<file path="src/rtl/kwsr_pkg.sv">
// constants and types of the key wakeup stop release block
package kwsr_pkg;

    localparam int DW = 32;
    localparam int AW = 8;
    localparam int NKEY = 4;

    // register indices; the byte address is four times the index
    localparam logic [5:0] IDX_KEY_EN = 6'h31;
    localparam logic [5:0] IDX_CTRL = 6'h32;
    localparam logic [5:0] IDX_STAT = 6'h33;
    localparam logic [5:0] IDX_MASK = 6'h34;
    localparam logic [5:0] IDX_STATE = 6'h35;

    // enable register: key pins five..two at bits 7..4
    localparam int KEY_EN_LSB = 4;
    localparam logic [3:0] KEY_EN_RST = 4'h0;

    // control register fields
    localparam int CTRL_LEVEL_BIT = 0;
    localparam int CTRL_SLEEP_BIT = 1;
    localparam logic CTRL_LEVEL_RST = 1'h1;

    // status and mask fields
    localparam int STAT_WAKE_BIT = 0;
    localparam int STAT_SKIP_BIT = 1;
    localparam logic [1:0] STAT_RST = 2'h0;
    localparam logic [1:0] MASK_RST = 2'h0;

    // state register fields
    localparam int ST_STOP_BIT = 0;
    localparam int ST_WARM_BIT = 1;
    localparam int ST_REQ_BIT = 2;
    localparam int ST_PIN_BIT = 3;
    localparam int ST_KEY_LSB = 4;

    // warm-up length in core clock cycles
    localparam logic [3:0] WARM_CYC = 4'h8;
    localparam logic [3:0] WARM_LOAD = WARM_CYC - 4'h1;

    typedef enum logic [1:0] {
        KWSR_ACTIVE,
        KWSR_STOP,
        KWSR_WARMUP
    } kwsr_state_t;

endpackage

</file>
<file path="src/rtl/kwsr_wake_if.sv">
// wake condition signals between the top and the release detector
`timescale 1ns/1ps
interface kwsr_wake_if;
    logic [kwsr_pkg::NKEY-1:0] key_level;
    logic [kwsr_pkg::NKEY-1:0] key_en;
    logic rel_pin;
    logic rel_prev;
    logic level_mode;
    logic [kwsr_pkg::NKEY-1:0] key_hit;
    logic release_req;
    logic entry_hit;

    modport det (
        input key_level,
        input key_en,
        input rel_pin,
        input rel_prev,
        input level_mode,
        output key_hit,
        output release_req,
        output entry_hit
    );

    modport ctl (
        output key_level,
        output key_en,
        output rel_pin,
        output rel_prev,
        output level_mode,
        input key_hit,
        input release_req,
        input entry_hit
    );
endinterface

</file>
<file path="src/rtl/kwsr_release_det.sv">
// clockless release decision from the dedicated pin and the key pins
`timescale 1ns/1ps
module kwsr_release_det (
    kwsr_wake_if.det bus
);

    wire any_key;
    wire pin_edge;
    wire pin_cond;

    // ****************************************
    // per key pin low-level detect
    // ****************************************
    genvar g;
    generate
        for (g = 0; g < kwsr_pkg::NKEY; g++) begin : g_key
            // only an enabled key pin held low counts
            assign bus.key_hit[g] = bus.key_en[g] & ~bus.key_level[g];
        end
    endgenerate

    assign any_key = |bus.key_hit;

    // ****************************************
    // dedicated pin, level or rising edge
    // ****************************************
    assign pin_edge = bus.rel_pin & ~bus.rel_prev;
    assign pin_cond = bus.level_mode ? bus.rel_pin : pin_edge;

    // purely combinational so it holds while the core clock is stopped
    assign bus.release_req = pin_cond | any_key;

    // condition present at sleep entry, checked as a level
    assign bus.entry_hit = bus.rel_pin | any_key;

endmodule

</file>
<file path="src/rtl/kwsr_top.sv">
// key wakeup stop release block with its avalon register slave
//
// Added by the designer: register access over Avalon-MM.
`timescale 1ns/1ps

module kwsr_top (
    input wire logic i_core_clk,
    input wire logic i_rst,
    input wire logic [kwsr_pkg::AW-1:0] i_avs_address,
    input wire logic i_avs_read,
    input wire logic i_avs_write,
    input wire logic [kwsr_pkg::DW-1:0] i_avs_writedata,
    input wire logic [3:0] i_avs_byteenable,
    output logic [kwsr_pkg::DW-1:0] o_avs_readdata,
    output logic o_avs_waitrequest,
    input wire logic i_release_pin,
    input wire logic [kwsr_pkg::NKEY-1:0] i_key_wake_pin,
    output logic o_stop_mode,
    output logic o_warmup,
    output logic o_wake_req,
    output logic o_irq
);

    // ****************************************
    // state
    // ****************************************
    kwsr_pkg::kwsr_state_t state;
    kwsr_pkg::kwsr_state_t next_state;
    logic [3:0] cnt;
    logic [3:0] next_cnt;
    logic [kwsr_pkg::NKEY-1:0] key_en;
    logic level_mode;
    logic [1:0] stat;
    logic [1:0] next_stat;
    logic [1:0] mask;
    logic [1:0] next_mask;
    logic rel_prev;
    logic [kwsr_pkg::NKEY-1:0] key_sample;
    logic pin_sample;
    logic key_written;

    kwsr_wake_if wake ();

    kwsr_release_det u_det (
        .bus(wake.det)
    );

    assign wake.key_level = i_key_wake_pin;
    assign wake.key_en = key_en;
    assign wake.rel_pin = i_release_pin;
    assign wake.rel_prev = rel_prev;
    assign wake.level_mode = level_mode;

    // ****************************************
    // avalon decode
    // ****************************************
    wire bus_req = i_avs_read | i_avs_write;
    wire accept = bus_req & o_avs_waitrequest;
    wire done = bus_req & ~o_avs_waitrequest;
    wire [5:0] idx = i_avs_address[kwsr_pkg::AW-1:2];
    wire aligned = (i_avs_address[1:0] == 2'h0);
    wire hit_key_en = aligned & (idx == kwsr_pkg::IDX_KEY_EN);
    wire hit_ctrl = aligned & (idx == kwsr_pkg::IDX_CTRL);
    wire hit_stat = aligned & (idx == kwsr_pkg::IDX_STAT);
    wire hit_mask = aligned & (idx == kwsr_pkg::IDX_MASK);
    wire hit_state = aligned & (idx == kwsr_pkg::IDX_STATE);
    wire wr_lane0 = done & i_avs_write & i_avs_byteenable[0];
    wire wr_key_en = wr_lane0 & hit_key_en;
    wire wr_ctrl = wr_lane0 & hit_ctrl;
    wire wr_stat = wr_lane0 & hit_stat;
    wire wr_mask = wr_lane0 & hit_mask;
    wire [7:0] wbyte = i_avs_writedata[7:0];

    // a write of one to the sleep bit is the stop entry instruction
    wire sleep_go = wr_ctrl & wbyte[kwsr_pkg::CTRL_SLEEP_BIT];
    wire in_active = (state == kwsr_pkg::KWSR_ACTIVE);
    wire in_stop = (state == kwsr_pkg::KWSR_STOP);

    // ****************************************
    // read mux
    // ****************************************
    wire [7:0] ctrl_view = {7'h00, level_mode};
    wire [7:0] stat_view = {6'h00, stat};
    wire [7:0] mask_view = {6'h00, mask};
    wire [7:0] state_view = {key_sample, pin_sample, o_wake_req,
                             o_warmup, o_stop_mode};
    // enable register is write only and reads back zero
    wire [7:0] rd_byte = hit_ctrl ? ctrl_view :
                         hit_stat ? stat_view :
                         hit_mask ? mask_view :
                         hit_state ? state_view : 8'h00;

    // ****************************************
    // bus slave, one wait state
    // ****************************************
    always_ff @(posedge i_core_clk or posedge i_rst) begin
        if (i_rst) begin
            o_avs_waitrequest <= 1'h1;
        end else begin
            o_avs_waitrequest <= ~accept;
        end
    end

    always_ff @(posedge i_core_clk or posedge i_rst) begin
        if (i_rst) begin
            o_avs_readdata <= 32'h0000_0000;
        end else if (accept & i_avs_read) begin
            o_avs_readdata <= {24'h00_0000, rd_byte};
        end
    end

    // ****************************************
    // software registers
    // ****************************************
    always_ff @(posedge i_core_clk or posedge i_rst) begin
        if (i_rst) begin
            key_en <= kwsr_pkg::KEY_EN_RST;
        end else if (wr_key_en) begin
            key_en <= wbyte[7:kwsr_pkg::KEY_EN_LSB];
        end
    end

    always_ff @(posedge i_core_clk or posedge i_rst) begin
        if (i_rst) begin
            level_mode <= kwsr_pkg::CTRL_LEVEL_RST;
        end else if (wr_ctrl) begin
            level_mode <= wbyte[kwsr_pkg::CTRL_LEVEL_BIT];
        end
    end

    // ****************************************
    // interrupt status and mask
    // ****************************************
    wire ev_wake = in_stop & wake.release_req;
    wire ev_skip = in_active & sleep_go & wake.entry_hit;
    wire [1:0] ev = {ev_skip, ev_wake};
    wire [1:0] clr = wr_stat ? wbyte[1:0] : 2'h0;

    // a new event wins over a clear in the same cycle
    assign next_stat = (stat & ~clr) | ev;
    assign next_mask = wr_mask ? wbyte[1:0] : mask;

    always_ff @(posedge i_core_clk or posedge i_rst) begin
        if (i_rst) begin
            stat <= kwsr_pkg::STAT_RST;
            mask <= kwsr_pkg::MASK_RST;
            o_irq <= 1'h0;
        end else begin
            stat <= next_stat;
            mask <= next_mask;
            o_irq <= |(next_stat & next_mask);
        end
    end

    // ****************************************
    // stop sequencer
    // ****************************************
    always_comb begin
        next_state = state;
        next_cnt = cnt;
        case (state)
            kwsr_pkg::KWSR_ACTIVE: begin
                if (sleep_go) begin
                    next_cnt = kwsr_pkg::WARM_LOAD;
                    if (wake.entry_hit) begin
                        next_state = kwsr_pkg::KWSR_WARMUP;
                    end else begin
                        next_state = kwsr_pkg::KWSR_STOP;
                    end
                end
            end
            kwsr_pkg::KWSR_STOP: begin
                if (wake.release_req) begin
                    next_state = kwsr_pkg::KWSR_WARMUP;
                    next_cnt = kwsr_pkg::WARM_LOAD;
                end
            end
            kwsr_pkg::KWSR_WARMUP: begin
                if (cnt == 4'h0) begin
                    next_state = kwsr_pkg::KWSR_ACTIVE;
                end else begin
                    next_cnt = cnt - 4'h1;
                end
            end
            default: begin
                next_state = kwsr_pkg::KWSR_ACTIVE;
            end
        endcase
    end

    always_ff @(posedge i_core_clk or posedge i_rst) begin
        if (i_rst) begin
            state <= kwsr_pkg::KWSR_ACTIVE;
            cnt <= 4'h0;
        end else begin
            state <= next_state;
            cnt <= next_cnt;
        end
    end

    always_ff @(posedge i_core_clk or posedge i_rst) begin
        if (i_rst) begin
            o_stop_mode <= 1'h0;
            o_warmup <= 1'h0;
            o_wake_req <= 1'h0;
        end else begin
            o_stop_mode <= (next_state == kwsr_pkg::KWSR_STOP);
            o_warmup <= (next_state == kwsr_pkg::KWSR_WARMUP);
            o_wake_req <= wake.release_req;
        end
    end

    // ****************************************
    // pin history and level snapshot
    // ****************************************
    always_ff @(posedge i_core_clk or posedge i_rst) begin
        if (i_rst) begin
            rel_prev <= 1'h0;
            key_sample <= 4'h0;
            pin_sample <= 1'h0;
        end else begin
            rel_prev <= i_release_pin;
            key_sample <= i_key_wake_pin;
            pin_sample <= i_release_pin;
        end
    end

    // ****************************************
    // assertions
    // ****************************************
    always_ff @(posedge i_core_clk or posedge i_rst) begin
        if (i_rst) begin
            key_written <= 1'h0;
        end else if (wr_key_en) begin
            key_written <= 1'h1;
        end
    end

    wire key_low = |(key_en & ~i_key_wake_pin);
endmodule

</file>
<file path="config.mk">
export PLATFORM = sky130hd
export DESIGN_NAME = kwsr_top
export DESIGN_NICKNAME = d
export VERILOG_FILES = /design/src/rtl/kwsr_pkg.sv /design/src/rtl/kwsr_wake_if.sv /design/src/rtl/kwsr_release_det.sv /design/src/rtl/kwsr_top.sv
export SDC_FILE = /design/constraint.sdc
export NUM_CORES = 1
export LEC_CHECK = 0
export BUFFER_PORTS_ARGS = -buffer_cell sky130_fd_sc_hd__buf_2
export CORE_UTILIZATION = 44
export CTS_CLUSTER_DIAMETER = 30
export CTS_CLUSTER_SIZE = 14
export DETAILED_ROUTE_END_ITERATION = 10
export PLACE_DENSITY = 0.79
export SYNTH_ARGS = -nofsm -noshare
export SYNTH_HDL_FRONTEND = slang
export SYNTH_SLANG_ARGS = --single-unit
</file>
<file path="constraint.sdc">
create_clock -name i_core_clk -period 1.87 [get_ports i_core_clk]
set_input_delay 0.374 -clock i_core_clk [delete_from_list [all_inputs] [get_ports i_core_clk]]
set_output_delay 0.374 -clock i_core_clk [all_outputs]
set_load 0.005 [all_outputs]
</file>
# == Word level (Yosys, flattened, before mapping) ==
# Cells that the tools add are included.
# totals
reg_bits,33
input_bits,53
elab_cells,87
# op_classes
add_sub_neg,1
eq_ne,12
muxes,16
bitwise,37
n_reduce_logical,7
# op_table
op,n
$mux 8,4
$eq 6x6->1 const B,5
$and 1x1->1,23
$mux 2,6
$mux 4,3
$pmux 4 s3,1
$not 1->1,7
$ne 2x2->1 const B,3
$pmux 2 s3,1
$and 2x2->2,2
$eq 2x1->1 const B,2
$eq 2x2->1 const B,2
$logic_not 2->1,2
$logic_not 4->1,1
$reduce_and 4->1,1
$reduce_or 4->1,1
$sub 4x1->4 const B,1
$or 1x1->1,3
$reduce_bool 3->1,1
$not 2->2,1
$or 2x2->2,1
$reduce_or 2->1,1
$mux 1,1

# == Logic depth before layout (Yosys ltp) ==
# Gate-level depths: netlist (run 1).
# logic_depth
word_depth,11
depth_mapped,7
ltp_nobuf,7

# == Hierarchy ==
# From an unflattened synthesis (run 1), not the netlist that was laid out.
# hier_totals
hier_cells,153
hier_area_um2,1694.1
# by_module_without_submodules
module,n_inst,cells_per_inst,area_each_um2
kwsr_top,1,144,1622.8
kwsr_release_det,1,9,71.3

# == Least setup slack after synthesis (run 1) ==
# No wires, ideal clock.
# synth_timing
path_type,register -> register
from,reg key_en[2] (netlist bit)
to,reg cnt[2]
setup_time_ns,0.135
arrival_time_ns,1.527
required_ns,1.735
slack_ns,0.208
path_stages_with_launch,6
path_buffers,0
cell_sequence,dfrtp_1 nor2b_4 a2111oi_4 a211oi_2 or3_1 a2bb2oi_1
# synth_between
elab_chain_len,5
# synth_rtl
element,line,rtl
start: declaration,kwsr_top.sv:31,logic [kwsr_pkg::NKEY-1:0] key_en;
start signal: assignment,kwsr_top.sv:117,key_en <= kwsr_pkg::KEY_EN_RST;
start signal: assignment,kwsr_top.sv:119,key_en <= wbyte[7:kwsr_pkg::KEY_EN_LSB];
$and 1x1->1,kwsr_release_det.sv:18,assign bus.key_hit[g] = bus.key_en[g] & ~bus.key_level[g];
$reduce_or 4->1,kwsr_release_det.sv:22,assign any_key = |bus.key_hit;
$or 1x1->1,kwsr_release_det.sv:31,assign bus.release_req = pin_cond | any_key;
$ne 2x2->1 (no line),-,
$reduce_and 4->1 (no line),-,
end signal: assignment,kwsr_top.sv:197,cnt <= next_cnt;
end: declaration,kwsr_top.sv:29,logic [3:0] cnt;
# No other way between the ends.
# A chain may end at the register's enable or synchronous reset.

# == Worst setup path in the final report (run 1) ==
# Ends and elaborated chain as after synthesis.

==> flow_metrics.py, run 1 <==
metrics = {
    "timing": {
        "rsz0062_at_grt": "no",
        "finalSetupTns_ns": 0,
        "finalSetupViolCount": 0,
        "finClkSkew_ns": 0.007727,
        "worst_slack_ns": 0.1024,
        "finalCritPeriodShare_pct": 94.52,
        "hold_violations": 0,
        "max_freq_mhz": 565.7,
        "min_period_ns": 1.768,
        "drv_slew": 0,
    },
    "placed_design": {
        "dpl_cell_area_sq_um": 1848,
        "portBuffers": 36,
        "dp.cells": 235,
        "place_congestion": 0.7931,
        "dpl_worst_slack_ns": 0.01515,
        "dp_hpwl_um": 2195,
    },
    "final_layout": {
        "nets": 248,
        "fin_area_sq_um": 1986,
        "seqCellArea_sq_um": 828.3,
        "n_fill_cell": 332,
        "multi_input_area_sq_um": 715.7,
        "drive_gt1_share_pct": 29.74,
        "area_growth_pct": 18.79,
        "antennaDiodeCount": 0,
        "stdcell_count": 243,
    },
    "die": {
        "dieArea_sq_um": 4049,
        "rows": 22,
        "die_h_um": 63.64,
        "die_width_um": 63.64,
        "ios": 90,
        "start_util_pct": 45.66,
        "core_sq_um": 3661,
    },
    "worst_setup_path": {
        "r2r-start": "key_en[2]$_DFFE_PP0P_",
        "r2r-end": "cnt[2]$_DFFE_PP0P_",
        "crit_fanout": 4,
        "required_ns": 2.03,
        "critical_path_arrival_ns": 1.93,
        "rr_worst_depth": 5,
        "cp-start-kind": "register",
        "r2r_slack_ns": 0.10,
        "crit_type": "reg -> reg",
        "end_kind": "register",
    },
    "global_routing": {
        "grt_pass1_wl_um": 4961,
        "overflow": 0,
        "grt_max_degree": 34,
        "grt_pass1_vias": 1110,
        "grt_antenna_before_repair": 0,
        "grt_usage_pct": 16.31,
    },
    "routing": {
        "route.antenna.remaining_nets": 0,
        "wl_per_cell_um": 11.91,
        "wl_um": 2895,
        "drt_iter0_drc": 43,
        "vias": 1167,
        "drc_errors": 0,
        "viasPerCell": 4.802,
        "first_pass_iters": 5,
    },
    "power": {
        "power.leakage_nw": 1.046,
        "pwr_density_cell_nw_per_um2": 909.8,
        "ir_worst_vdd_v": 0.0005863,
        "power_mw": 1.807,
    },
    "synth": {
        "ys_top_cells_by_count": "dfrtp_1 (31), buf_4 (24), a22o_1 (11)",
        "synth.most_common_cell": "dfrtp_1",
        "ys_types": 40,
        "synth_top_area_share_pct": 46.41,
        "ys_seq_elements": 33,
        "synthFlopType": "dfrtp_1",
        "netlist_top_cells_area": "dfrtp_1 (46%), buf_4 (11%), a22o_1 (5.8%), mux2_1 (4.0%), dfstp_2 (3.1%)",
        "synthCells": 149,
        "async_flop_share_pct": 100.0,
        "avgSynthCellArea_sq_um": 11.22,
        "synth_top_cell_by_area": "dfrtp_1",
        "yosysSeqAreaShare_pct": 49.55,
        "synth-edff-count": 0,
        "syn_area_sq_um": 1672,
        "yosys_warnings": 0,
    },
    "cts": {
        "post_cts_buffers": 0,
        "root_buffer": "clkbuf_8",
        "h-tree-depth": 2,
        "clk_latency_ns": 0.29,
        "cts.sinks": 33,
        "cts_resized": 0,
        "cts-hold-fix-buffers": 0,
        "clock_path_buffers": 2,
        "tritoncts": "built",
        "clkTransAtPathRegs_ns": 0.07,
        "cts_made_buffers": 5,
    },
    "run": {
        "max-cap-violations": 0,
    },
    "run_status": {
        "outcome": "completed",
    },
    "min_path": {
        "hp-class": "in -> async",
    },
}
[report_power, final]
part	internal (mW)	total [mW]	switching [mW]
Combinational	0.0934	0.207	0.113
Clock	0.536	0.804	0.268
Sequential	0.759	0.796	0.0368
Total	1.39	1.81	0.418
[area by class of cell]
type                       instances  share of cell area [%]
sequential                        33                   41.71
multi-input combinational        106                   36.04
timing repair buffer              41                   10.96
clock buffer                       5                   3.466
clock inverter                     3                   3.466
tap                               48                   3.025
inverter                           7                   1.323
[kinds of logic after synthesis]
group	after synthesis	synth area share (%)
AND/OR/NAND/NOR	41	15.57
buffers and inverters	33	12.80
flip-flops	33	49.55
AO/OA/AOI/OAI	31	15.19
multiplexers	9	5.913
adder cells (fa/ha/maj)	1	0.7484
other	1	0.2243
[registers in the layout, indices dropped and copies added (netlist names)]
name	flops
cnt	4
key_en	4
key_sample	4
level_mode	1
mask	2
o_avs_readdata	8
o_avs_waitrequest	1
o_irq	1
o_stop_mode	1
o_wake_req	1
o_warmup	1
pin_sample	1
stat	2
state	2
[metal layers]
metal,vias up,global-route usage (%),routed length (um)
li1,576,-,-
met3,8,6.341,169
met2,42,26.73,1419
met5,-,0,0
met4,0,7.670,68
met1,541,18.48,1237
[per-stage QoR]
| step | utilization (%) | hold slack [ns] |
|---|---|---|
| 2_1_floorplan | - | 0.4054 |
| 3_3_place_gp | 50.48 | 0.4464 |
| 3_5_place_dp | 50.48 | 0.4481 |
| 4_1_cts | 54.24 | 0.1695 |
| 5_1_grt | 54.24 | 0.1949 |
| 6_report | 54.24 | 0.1591 |
[how the worst max path moves through the flow]
| stage | from | endpoint | slack [ns] | cells past startpoint |
|---|---|---|---|---|
| floorplan | key_en[2]$_DFFE_PP0P_ | cnt[2]$_DFFE_PP0P_ | 0.21 | 5 |
| global placement | i_avs_address[5] | o_irq$_DFF_PP0_ | 0.02 | 6 |
| detailed placement | i_avs_address[5] | o_irq$_DFF_PP0_ | 0.02 | 6 |
| CTS | key_en[2]$_DFFE_PP0P_ | cnt[2]$_DFFE_PP0P_ | 0.09 | 5 |
| global route | o_avs_waitrequest$_DFF_PP1_ | cnt[2]$_DFFE_PP0P_ | 0.01 | 5 |
| finish | key_en[2]$_DFFE_PP0P_ | cnt[2]$_DFFE_PP0P_ | 0.10 | 5 |
[critical path, cell delays in order (launching register included)]
cell	delay [ns]
dfrtp_1	0.38
nor2b_4	0.13
a2111oi_4	0.40
a211oi_2	0.16
or3_1	0.42
a2bb2oi_1	0.14
[cell usage in the layout (no fill, tap or decap), types with 2 or more instances in the layout]
cell type / instances
o21ai_0: 5
nor3b_1: 2
nand3_1: 2
nand3b_1: 2
or3_1: 2
inv_1: 7
conb_1: 24
a22o_1: 11
nor2_1: 5
mux2i_1: 2
nand4_1: 2
a2bb2oi_1: 2
nor3_1: 3
clkbuf_8: 5
mux2_1: 6
dfrtp_1: 31
nand2_1: 8
bufinv_16: 2
nand2b_1: 2
and4bb_1: 3
buf_2: 36
nor2b_1: 5
dfstp_2: 2
a21o_1: 2
buf_4: 5
a21oi_1: 3
Note: power is estimated with default switching activity, not from simulation.
==> inputs of run 2 (changes only) <==
--- a/config.mk
+++ b/config.mk
@@ -5,8 +5,9 @@
 export SDC_FILE = /design/constraint.sdc
 export NUM_CORES = 1
 export LEC_CHECK = 0
+export ABC_AREA = 1
 export BUFFER_PORTS_ARGS = -buffer_cell sky130_fd_sc_hd__buf_2
-export CORE_UTILIZATION = 44
+export CORE_UTILIZATION = 45
 export CTS_CLUSTER_DIAMETER = 30
 export CTS_CLUSTER_SIZE = 14
 export DETAILED_ROUTE_END_ITERATION = 10
==> run 2 against run 1 <==
Non-clock buffer count shrank 4. Critical path depth shrank 4. Sequential cell count is the same. Combinational power shrank 37%. Die area grew 5.0%. Clock-buffer cell count grew 2. Maximum frequency grew 29%. Cell count grew 28%. Sequential power shrank 6.7%. Clock skew shrank 0.0012 ns. Power shrank 13%. Utilization grew 1.0 points. Largest power group is now sequential cells.
==> flow_metrics.py, run 2 <==
metrics = {
    "synth": {
        "synth_mux_area_share_pct": 0.6263,
        "synth.most_common_cell": "nand2_1",
        "synth_top_family_by_area": "simple AND/OR/NAND/NOR gates",
        "ys_types": 26,
        "synthCells": 218,
        "async_flop_share_pct": 100.0,
        "synth-edff-count": 0,
        "synthFlopType": "dfrtp_1",
        "synth-adder-area-share_pct": 0.6959,
        "netlist_top_cells_area": "dfrtp_1 (43%), nand2_1 (14%), buf_4 (10%), nand3_1 (7.8%), inv_1 (4.8%)",
        "yosys_warnings": 0,
        "ys_seq_elements": 33,
        "synth-simple-area-share_pct": 33.61,
        "yosys.area_share.xor_xnor_pct": 0.4871,
        "avgSynthCellArea_sq_um": 8.248,
        "synth_top_cell_by_area": "dfrtp_1",
        "yosysSeqAreaShare_pct": 46.07,
        "syn_area_sq_um": 1798,
        "ys_top_cells_by_count": "nand2_1 (65), dfrtp_1 (31), nand3_1 (28)",
        "synth_compound_area_share_pct": 3.062,
        "synth_top_area_share_pct": 43.15,
    },
    "final_layout": {
        "final_common_cell": "nand2_1",
        "seqCellArea_sq_um": 828.3,
        "area_growth_pct": 15.03,
        "utilization_pct": 55.25,
        "largest_register_ffs": 8,
        "drive_gt1_share_pct": 25.19,
        "antennaDiodeCount": 0,
        "multi_input_area_sq_um": 782.0,
        "top_register": "o_avs_readdata",
        "nets": 315,
        "n_fill_cell": 367,
        "mostFrequentLayoutCells": "nand2_1 (65), buf_2 (36), dfrtp_1 (31)",
    },
    "routing": {
        "viasPerCell": 4.542,
        "wl_um": 3276,
        "drt_iter0_drc": 71,
        "drc_errors": 0,
        "route.antenna.remaining_nets": 0,
        "vias": 1408,
        "wl_per_cell_um": 10.57,
        "first_pass_iters": 4,
    },
    "placed_design": {
        "place_congestion": 0.8118,
        "dp_hpwl_um": 2520,
        "dpl_worst_slack_ns": 0.3710,
        "portBuffers": 36,
    },
    "min_path": {
        "hp-class": "in -> async",
    },
    "timing": {
        "min_period_ns": 1.368,
        "max_freq_mhz": 731.0,
        "finalSetupViolCount": 0,
        "worst_slack_ns": 0.5021,
        "finalSetupTns_ns": 0,
        "hold_violations": 0,
        "drv_slew": 0,
        "rsz0062_at_grt": "no",
        "finClkSkew_ns": 0.006576,
        "finalCritPeriodShare_pct": 73.15,
    },
    "die": {
        "die_h_um": 65.21,
        "ios": 90,
        "core_sq_um": 3744,
        "die_width_um": 65.21,
        "start_util_pct": 48.03,
        "rows": 22,
        "dieArea_sq_um": 4252,
    },
    "global_routing": {
        "globalRouteMet3Util_pct": 4.861,
        "top_usage_layer": "met2",
        "grt_usage_pct": 17.72,
        "grt_use_met2_pct": 28.22,
        "grtUsageMet1_pct": 21.70,
        "grt_pass1_vias": 1332,
        "grt_max_degree": 34,
        "overflow": 0,
        "grt_pass1_wl_um": 5637,
        "grt_antenna_before_repair": 0,
    },
    "cts": {
        "cts-hold-fix-buffers": 0,
        "tritoncts": "built",
        "clkTransAtPathRegs_ns": 0.07,
        "clk_latency_ns": 0.29,
        "cts_resized": 0,
        "cts.sinks": 33,
        "cts_made_buffers": 5,
        "post_cts_buffers": 0,
        "clock_path_buffers": 2,
        "h-tree-depth": 2,
        "root_buffer": "clkbuf_8",
    },
    "worst_setup_path": {
        "required_ns": 1.50,
        "crit_fanout": 4,
        "critical_path_arrival_ns": 0.99,
        "cp-start-kind": "register",
        "end_kind": "output port",
        "path_buf_inv": 1,
        "crit_type": "reg -> out",
        "crit_family": "flip-flops",
        "slowest_stage": "dfstp_2",
        "cp_cell_sequence": "buf_2",
        "cpPeakStageDelay_ns": 0.58,
    },
    "run_status": {
        "outcome": "completed",
    },
    "power": {
        "pwr_density_cell_nw_per_um2": 756.0,
        "power.leakage_nw": 1.158,
        "ir_worst_vdd_v": 0.0006196,
    },
    "run": {
        "max-cap-violations": 0,
    },
}
==> run 2: cell types whose count changed in the layout (fill, tap and decap cells not counted), sizes merged, moves of 4 or more <==
cell   change
nor2b      -6
buf        -4
mux2       -6
nor2      +12
nand3     +29
a22o      -11
nand2     +61
inv       +17
==> run 2: area by class of cell <==
class	instances	area share [%]
sequential	33	40.05
inverter	25	4.537
tap	48	2.904
clock inverter	1	1.452
clock buffer	7	4.174
timing repair buffer	37	9.074
multi-input combinational	159	37.81
==> run 2: power by group <==
group / internal, mW / switching, mW / total, mW
combinational: 0.0425 / 0.0888 / 0.131
clock: 0.434 / 0.256 / 0.690
sequential: 0.732 / 0.0106 / 0.743
==> run 2: path summary, 6_finish.rpt <==
kind	start	endpoint	slack, ns	cells after the start
worst max register to register	o_avs_waitrequest$_DFF_PP1_	cnt[0]$_DFFE_PP0P_	0.54	6
min in group i_core_clk	i_key_wake_pin[1]	key_sample[1]$_DFF_PP0_	0.20	1
worst min register to register	cnt[1]$_DFFE_PP0P_	cnt[1]$_DFFE_PP0P_	0.47	2
max in group asynchronous	i_rst	o_avs_waitrequest$_DFF_PP1_	1.38	3
worst min-delay path	i_rst	o_avs_readdata[3]$_DFFE_PP0P_	0.16	3
worst max-delay path	o_avs_waitrequest$_DFF_PP1_	o_avs_waitrequest	0.50	1
==> run 2: cells by family (layout without fill, tap and decap cells) <==
| family | Yosys count | after routing |
|---|---|---|
| simple gates | 124 | 124 |
| buf+inv | 49 | 70 |
| flops | 33 | 33 |
| compound gates | 8 | 8 |
| fa+ha+maj | 1 | 1 |
| other cells | 1 | 24 |
| xor+xnor | 1 | 1 |
| mux | 1 | 1 |
==> run 2: layer usage <==
layer	part of all wire, %	wire length [um]	vias up
met4	2.2	71	0
li1	-	-	720
met3	4.2	137	6
met5	0	0	-
met1	45	1466	646
met2	49	1601	36
==> run 2: through the flow <==
step	std cells	area [sq um]	hold WS, ns	total power [mW]
after detailed placement	302	1952	0.4587	0.8882
after floorplan	241	1884	0.4054	0.8702
after global routing	310	2068	0.1844	1.635
final	310	2068	0.1603	1.564
after global placement	302	1952	0.4551	0.8844
after CTS	310	2068	0.1747	1.577
==> inputs of run 3 (changes only) <==
==> constraint.sdc (replaced) <==
create_clock -name i_core_clk -period 1.3 [get_ports i_core_clk]
set_input_delay 0.26 -clock i_core_clk [delete_from_list [all_inputs] [get_ports i_core_clk]]
set_output_delay 0.26 -clock i_core_clk [all_outputs]
set_load 0.005 [all_outputs]
==> run 3 against run 2 <==
The flow now finishes with violations (setup timing). Cell count grew 2.9%. Sequential power rose by 44%. Sequential share of layout area fell by 1.7 points. Hold slack worse by 0.16 ns. Register-to-register slack got worse by 0.55 ns. Sequential cell count is the same. Largest cell class unchanged. Die area did not move. Global-route usage decreased by 0.24 points. Utilization increased by 2.4 points.
==> flow_metrics.py, run 3 (synthesis gave the netlist of run 2 again) <==
metrics = {
    "die": {
        "start_util_pct": 48.03,
        "die_width_um": 65.21,
        "ios": 90,
        "dieArea_sq_um": 4252,
        "rows": 22,
        "die_h_um": 65.21,
        "core_sq_um": 3744,
    },
    "global_routing": {
        "grt_pass1_wl_um": 5513,
        "grt_pass1_vias": 1297,
        "grt_antenna_before_repair": 0,
        "overflow": 0,
        "grt_usage_pct": 17.48,
        "grt_max_degree": 34,
    },
    "timing": {
        "finalCritPeriodShare_pct": 100.5,
        "worst_slack_ns": -0.006506,
        "max_freq_mhz": 765.4,
        "rsz0062_at_grt": "yes",
        "finalSetupTns_ns": -0.01381,
        "hold_violations": 0,
        "min_period_ns": 1.307,
        "drv_slew": 0,
        "finClkSkew_ns": 0.008408,
        "finalSetupViolCount": 4,
    },
    "power": {
        "ir_worst_vdd_v": 0.0006549,
        "combPwrFrac_pct": 10.7,
        "pwr_density_cell_nw_per_um2": 941.1,
        "power_mw": 2.032,
        "power_switching_mw": 0.5301,
        "p_clk_share_pct": 36.8,
        "power.leakage_nw": 1.196,
        "p_int_mw": 1.502,
        "seqPwrFrac_pct": 52.5,
        "p_sw_share_pct": 26.08,
    },
    "final_layout": {
        "area_growth_pct": 20.11,
        "drive_gt1_share_pct": 32.47,
        "antennaDiodeCount": 0,
        "nets": 324,
        "top_register": "o_avs_readdata",
        "mostFrequentLayoutCells": "nand2_1 (59), buf_2 (36), dfrtp_1 (31)",
        "largest_register_ffs": 8,
        "final_common_cell": "nand2_1",
        "fin_area_sq_um": 2160,
    },
    "cts": {
        "root_buffer": "clkbuf_8",
        "tritoncts": "built",
        "cts_made_buffers": 5,
        "clk_latency_ns": 0.29,
        "clock_path_buffers": 2,
        "clkTransAtPathRegs_ns": 0.07,
        "h-tree-depth": 2,
        "cts.sinks": 33,
    },
    "min_path": {
        "hp-class": "in -> async",
    },
    "worst_setup_path": {
        "crit_type": "reg -> reg",
        "required_ns": 1.53,
        "slowest_stage": "dfrtp_1",
        "cp_cell_sequence": "nand2_1 > o21ai_1 > nor2_2 > nand3_2 > nand2_2 > inv_4 > nand2_4 > nand2_1 > nand2_1",
        "critical_path_arrival_ns": 1.54,
        "crit_fanout": 5,
        "cpPeakStageDelay_ns": 0.40,
        "end_kind": "register",
        "crit_family": "simple AND/OR/NAND/NOR gates",
        "cp-start-kind": "register",
        "path_buf_inv": 1,
        "path_common_cell": "nand2_1",
    },
    "placed_design": {
        "place_congestion": 0.8190,
        "dp_hpwl_um": 2446,
        "dpl_cell_area_sq_um": 2002,
        "portBuffers": 36,
    },
    "run_status": {
        "failed_checks": "setup timing",
        "outcome": "finished, violations left",
    },
    "routing": {
        "wl_per_cell_um": 10.59,
        "drt_iter0_drc": 88,
        "viasPerCell": 4.564,
        "route.antenna.remaining_nets": 0,
        "first_pass_iters": 4,
        "wl_um": 3379,
        "drc_errors": 0,
        "vias": 1456,
    },
    "run": {
        "max-cap-violations": 0,
    },
}
## run 3: cell types whose count changed in the layout (fill, tap and decap cells not counted), moves of 2 or more
cell,delta
nand2_1,-6
nand2_2,+6
nand3_1,-3
o21ai_1,+2
nand3_2,+3
clkinv_2,+2
buf_4,+8
o21ai_0,-2
## run 3: final cells by class
cell class	instances	area, sq um
clock buffers	5	68.82
clock inverters	3	17.52
fillers	354	1584
inverters	25	96.34
multi-input cells	159	820.8
flip-flops and latches	33	828.3
well taps	48	60.06
repair buffers	46	267.8
## run 3: final timing paths
check / startpoint / endpoint / slack [ns] / cells past startpoint
max reg2reg: key_en[1]$_DFFE_PP0P_ / cnt[1]$_DFFE_PP0P_ / -0.007 / 9
min in group i_core_clk: i_key_wake_pin[1] / key_sample[1]$_DFF_PP0_ / 0.09 / 1
min reg2reg: key_sample[3]$_DFF_PP0_ / o_avs_readdata[7]$_DFFE_PP0P_ / 0.47 / 2
min: i_rst / cnt[3]$_DFFE_PP0P_ / 0.001 / 3
max: key_en[1]$_DFFE_PP0P_ / cnt[1]$_DFFE_PP0P_ / -0.007 / 9
max in group asynchronous: i_rst / level_mode$_DFFE_PP1N_ / 1.06 / 3
## run 3: worst min-delay path: cells and delay by family
| kind | cells | cell delay [ns] |
|---|---|---|
| buffers and inverters | 3 | 0.39 |
## run 3: per-stage QoR
step | util [%] | cells | worst slack (ns) | hold slack, ns
5_1_grt | 57.69 | 319 | -0.09314 | 0.003227
3_3_place_gp | 53.48 | 307 | -0.02263 | 0.3154
2_1_floorplan | - | 241 | 0.1074 | 0.2914
4_1_cts | 55.78 | 315 | 0.01443 | 0.005137
6_report | 57.69 | 319 | -0.006506 | 0.001069
3_5_place_dp | 53.48 | 307 | -0.04045 | 0.3184
## run 3: routing by layer
layer / vias to the layer above / part of all wire, % / track usage, %
met3: 6 / 4.5 / 4.167
met4: 0 / 2.0 / 10.05
met2: 42 / 51 / 27.71
li1: 741 / - / -
met5: - / 0 / 0
met1: 667 / 43 / 21.63
## run 3: power groups by stage
| stage | Clock [mW] | Sequential, mW | Combinational [mW] |
|---|---|---|---|
| 6_report | 0.747 | 1.07 | 0.218 |
| 4_1_cts | 0.765 | 1.07 | 0.205 |
| 3_5_place_dp | 0 | 1.09 | 0.204 |
| 3_3_place_gp | 0 | 1.09 | 0.199 |
| 2_1_floorplan | 0 | 1.09 | 0.166 |
| 5_1_grt | 0.832 | 1.07 | 0.252 |
## run 3: repair_timing
item,4_1_cts,5_1_grt
hold buffers,0,0
setup buffers,0,4
endpoints found under the setup margin,0,8
resized for setup,0,15
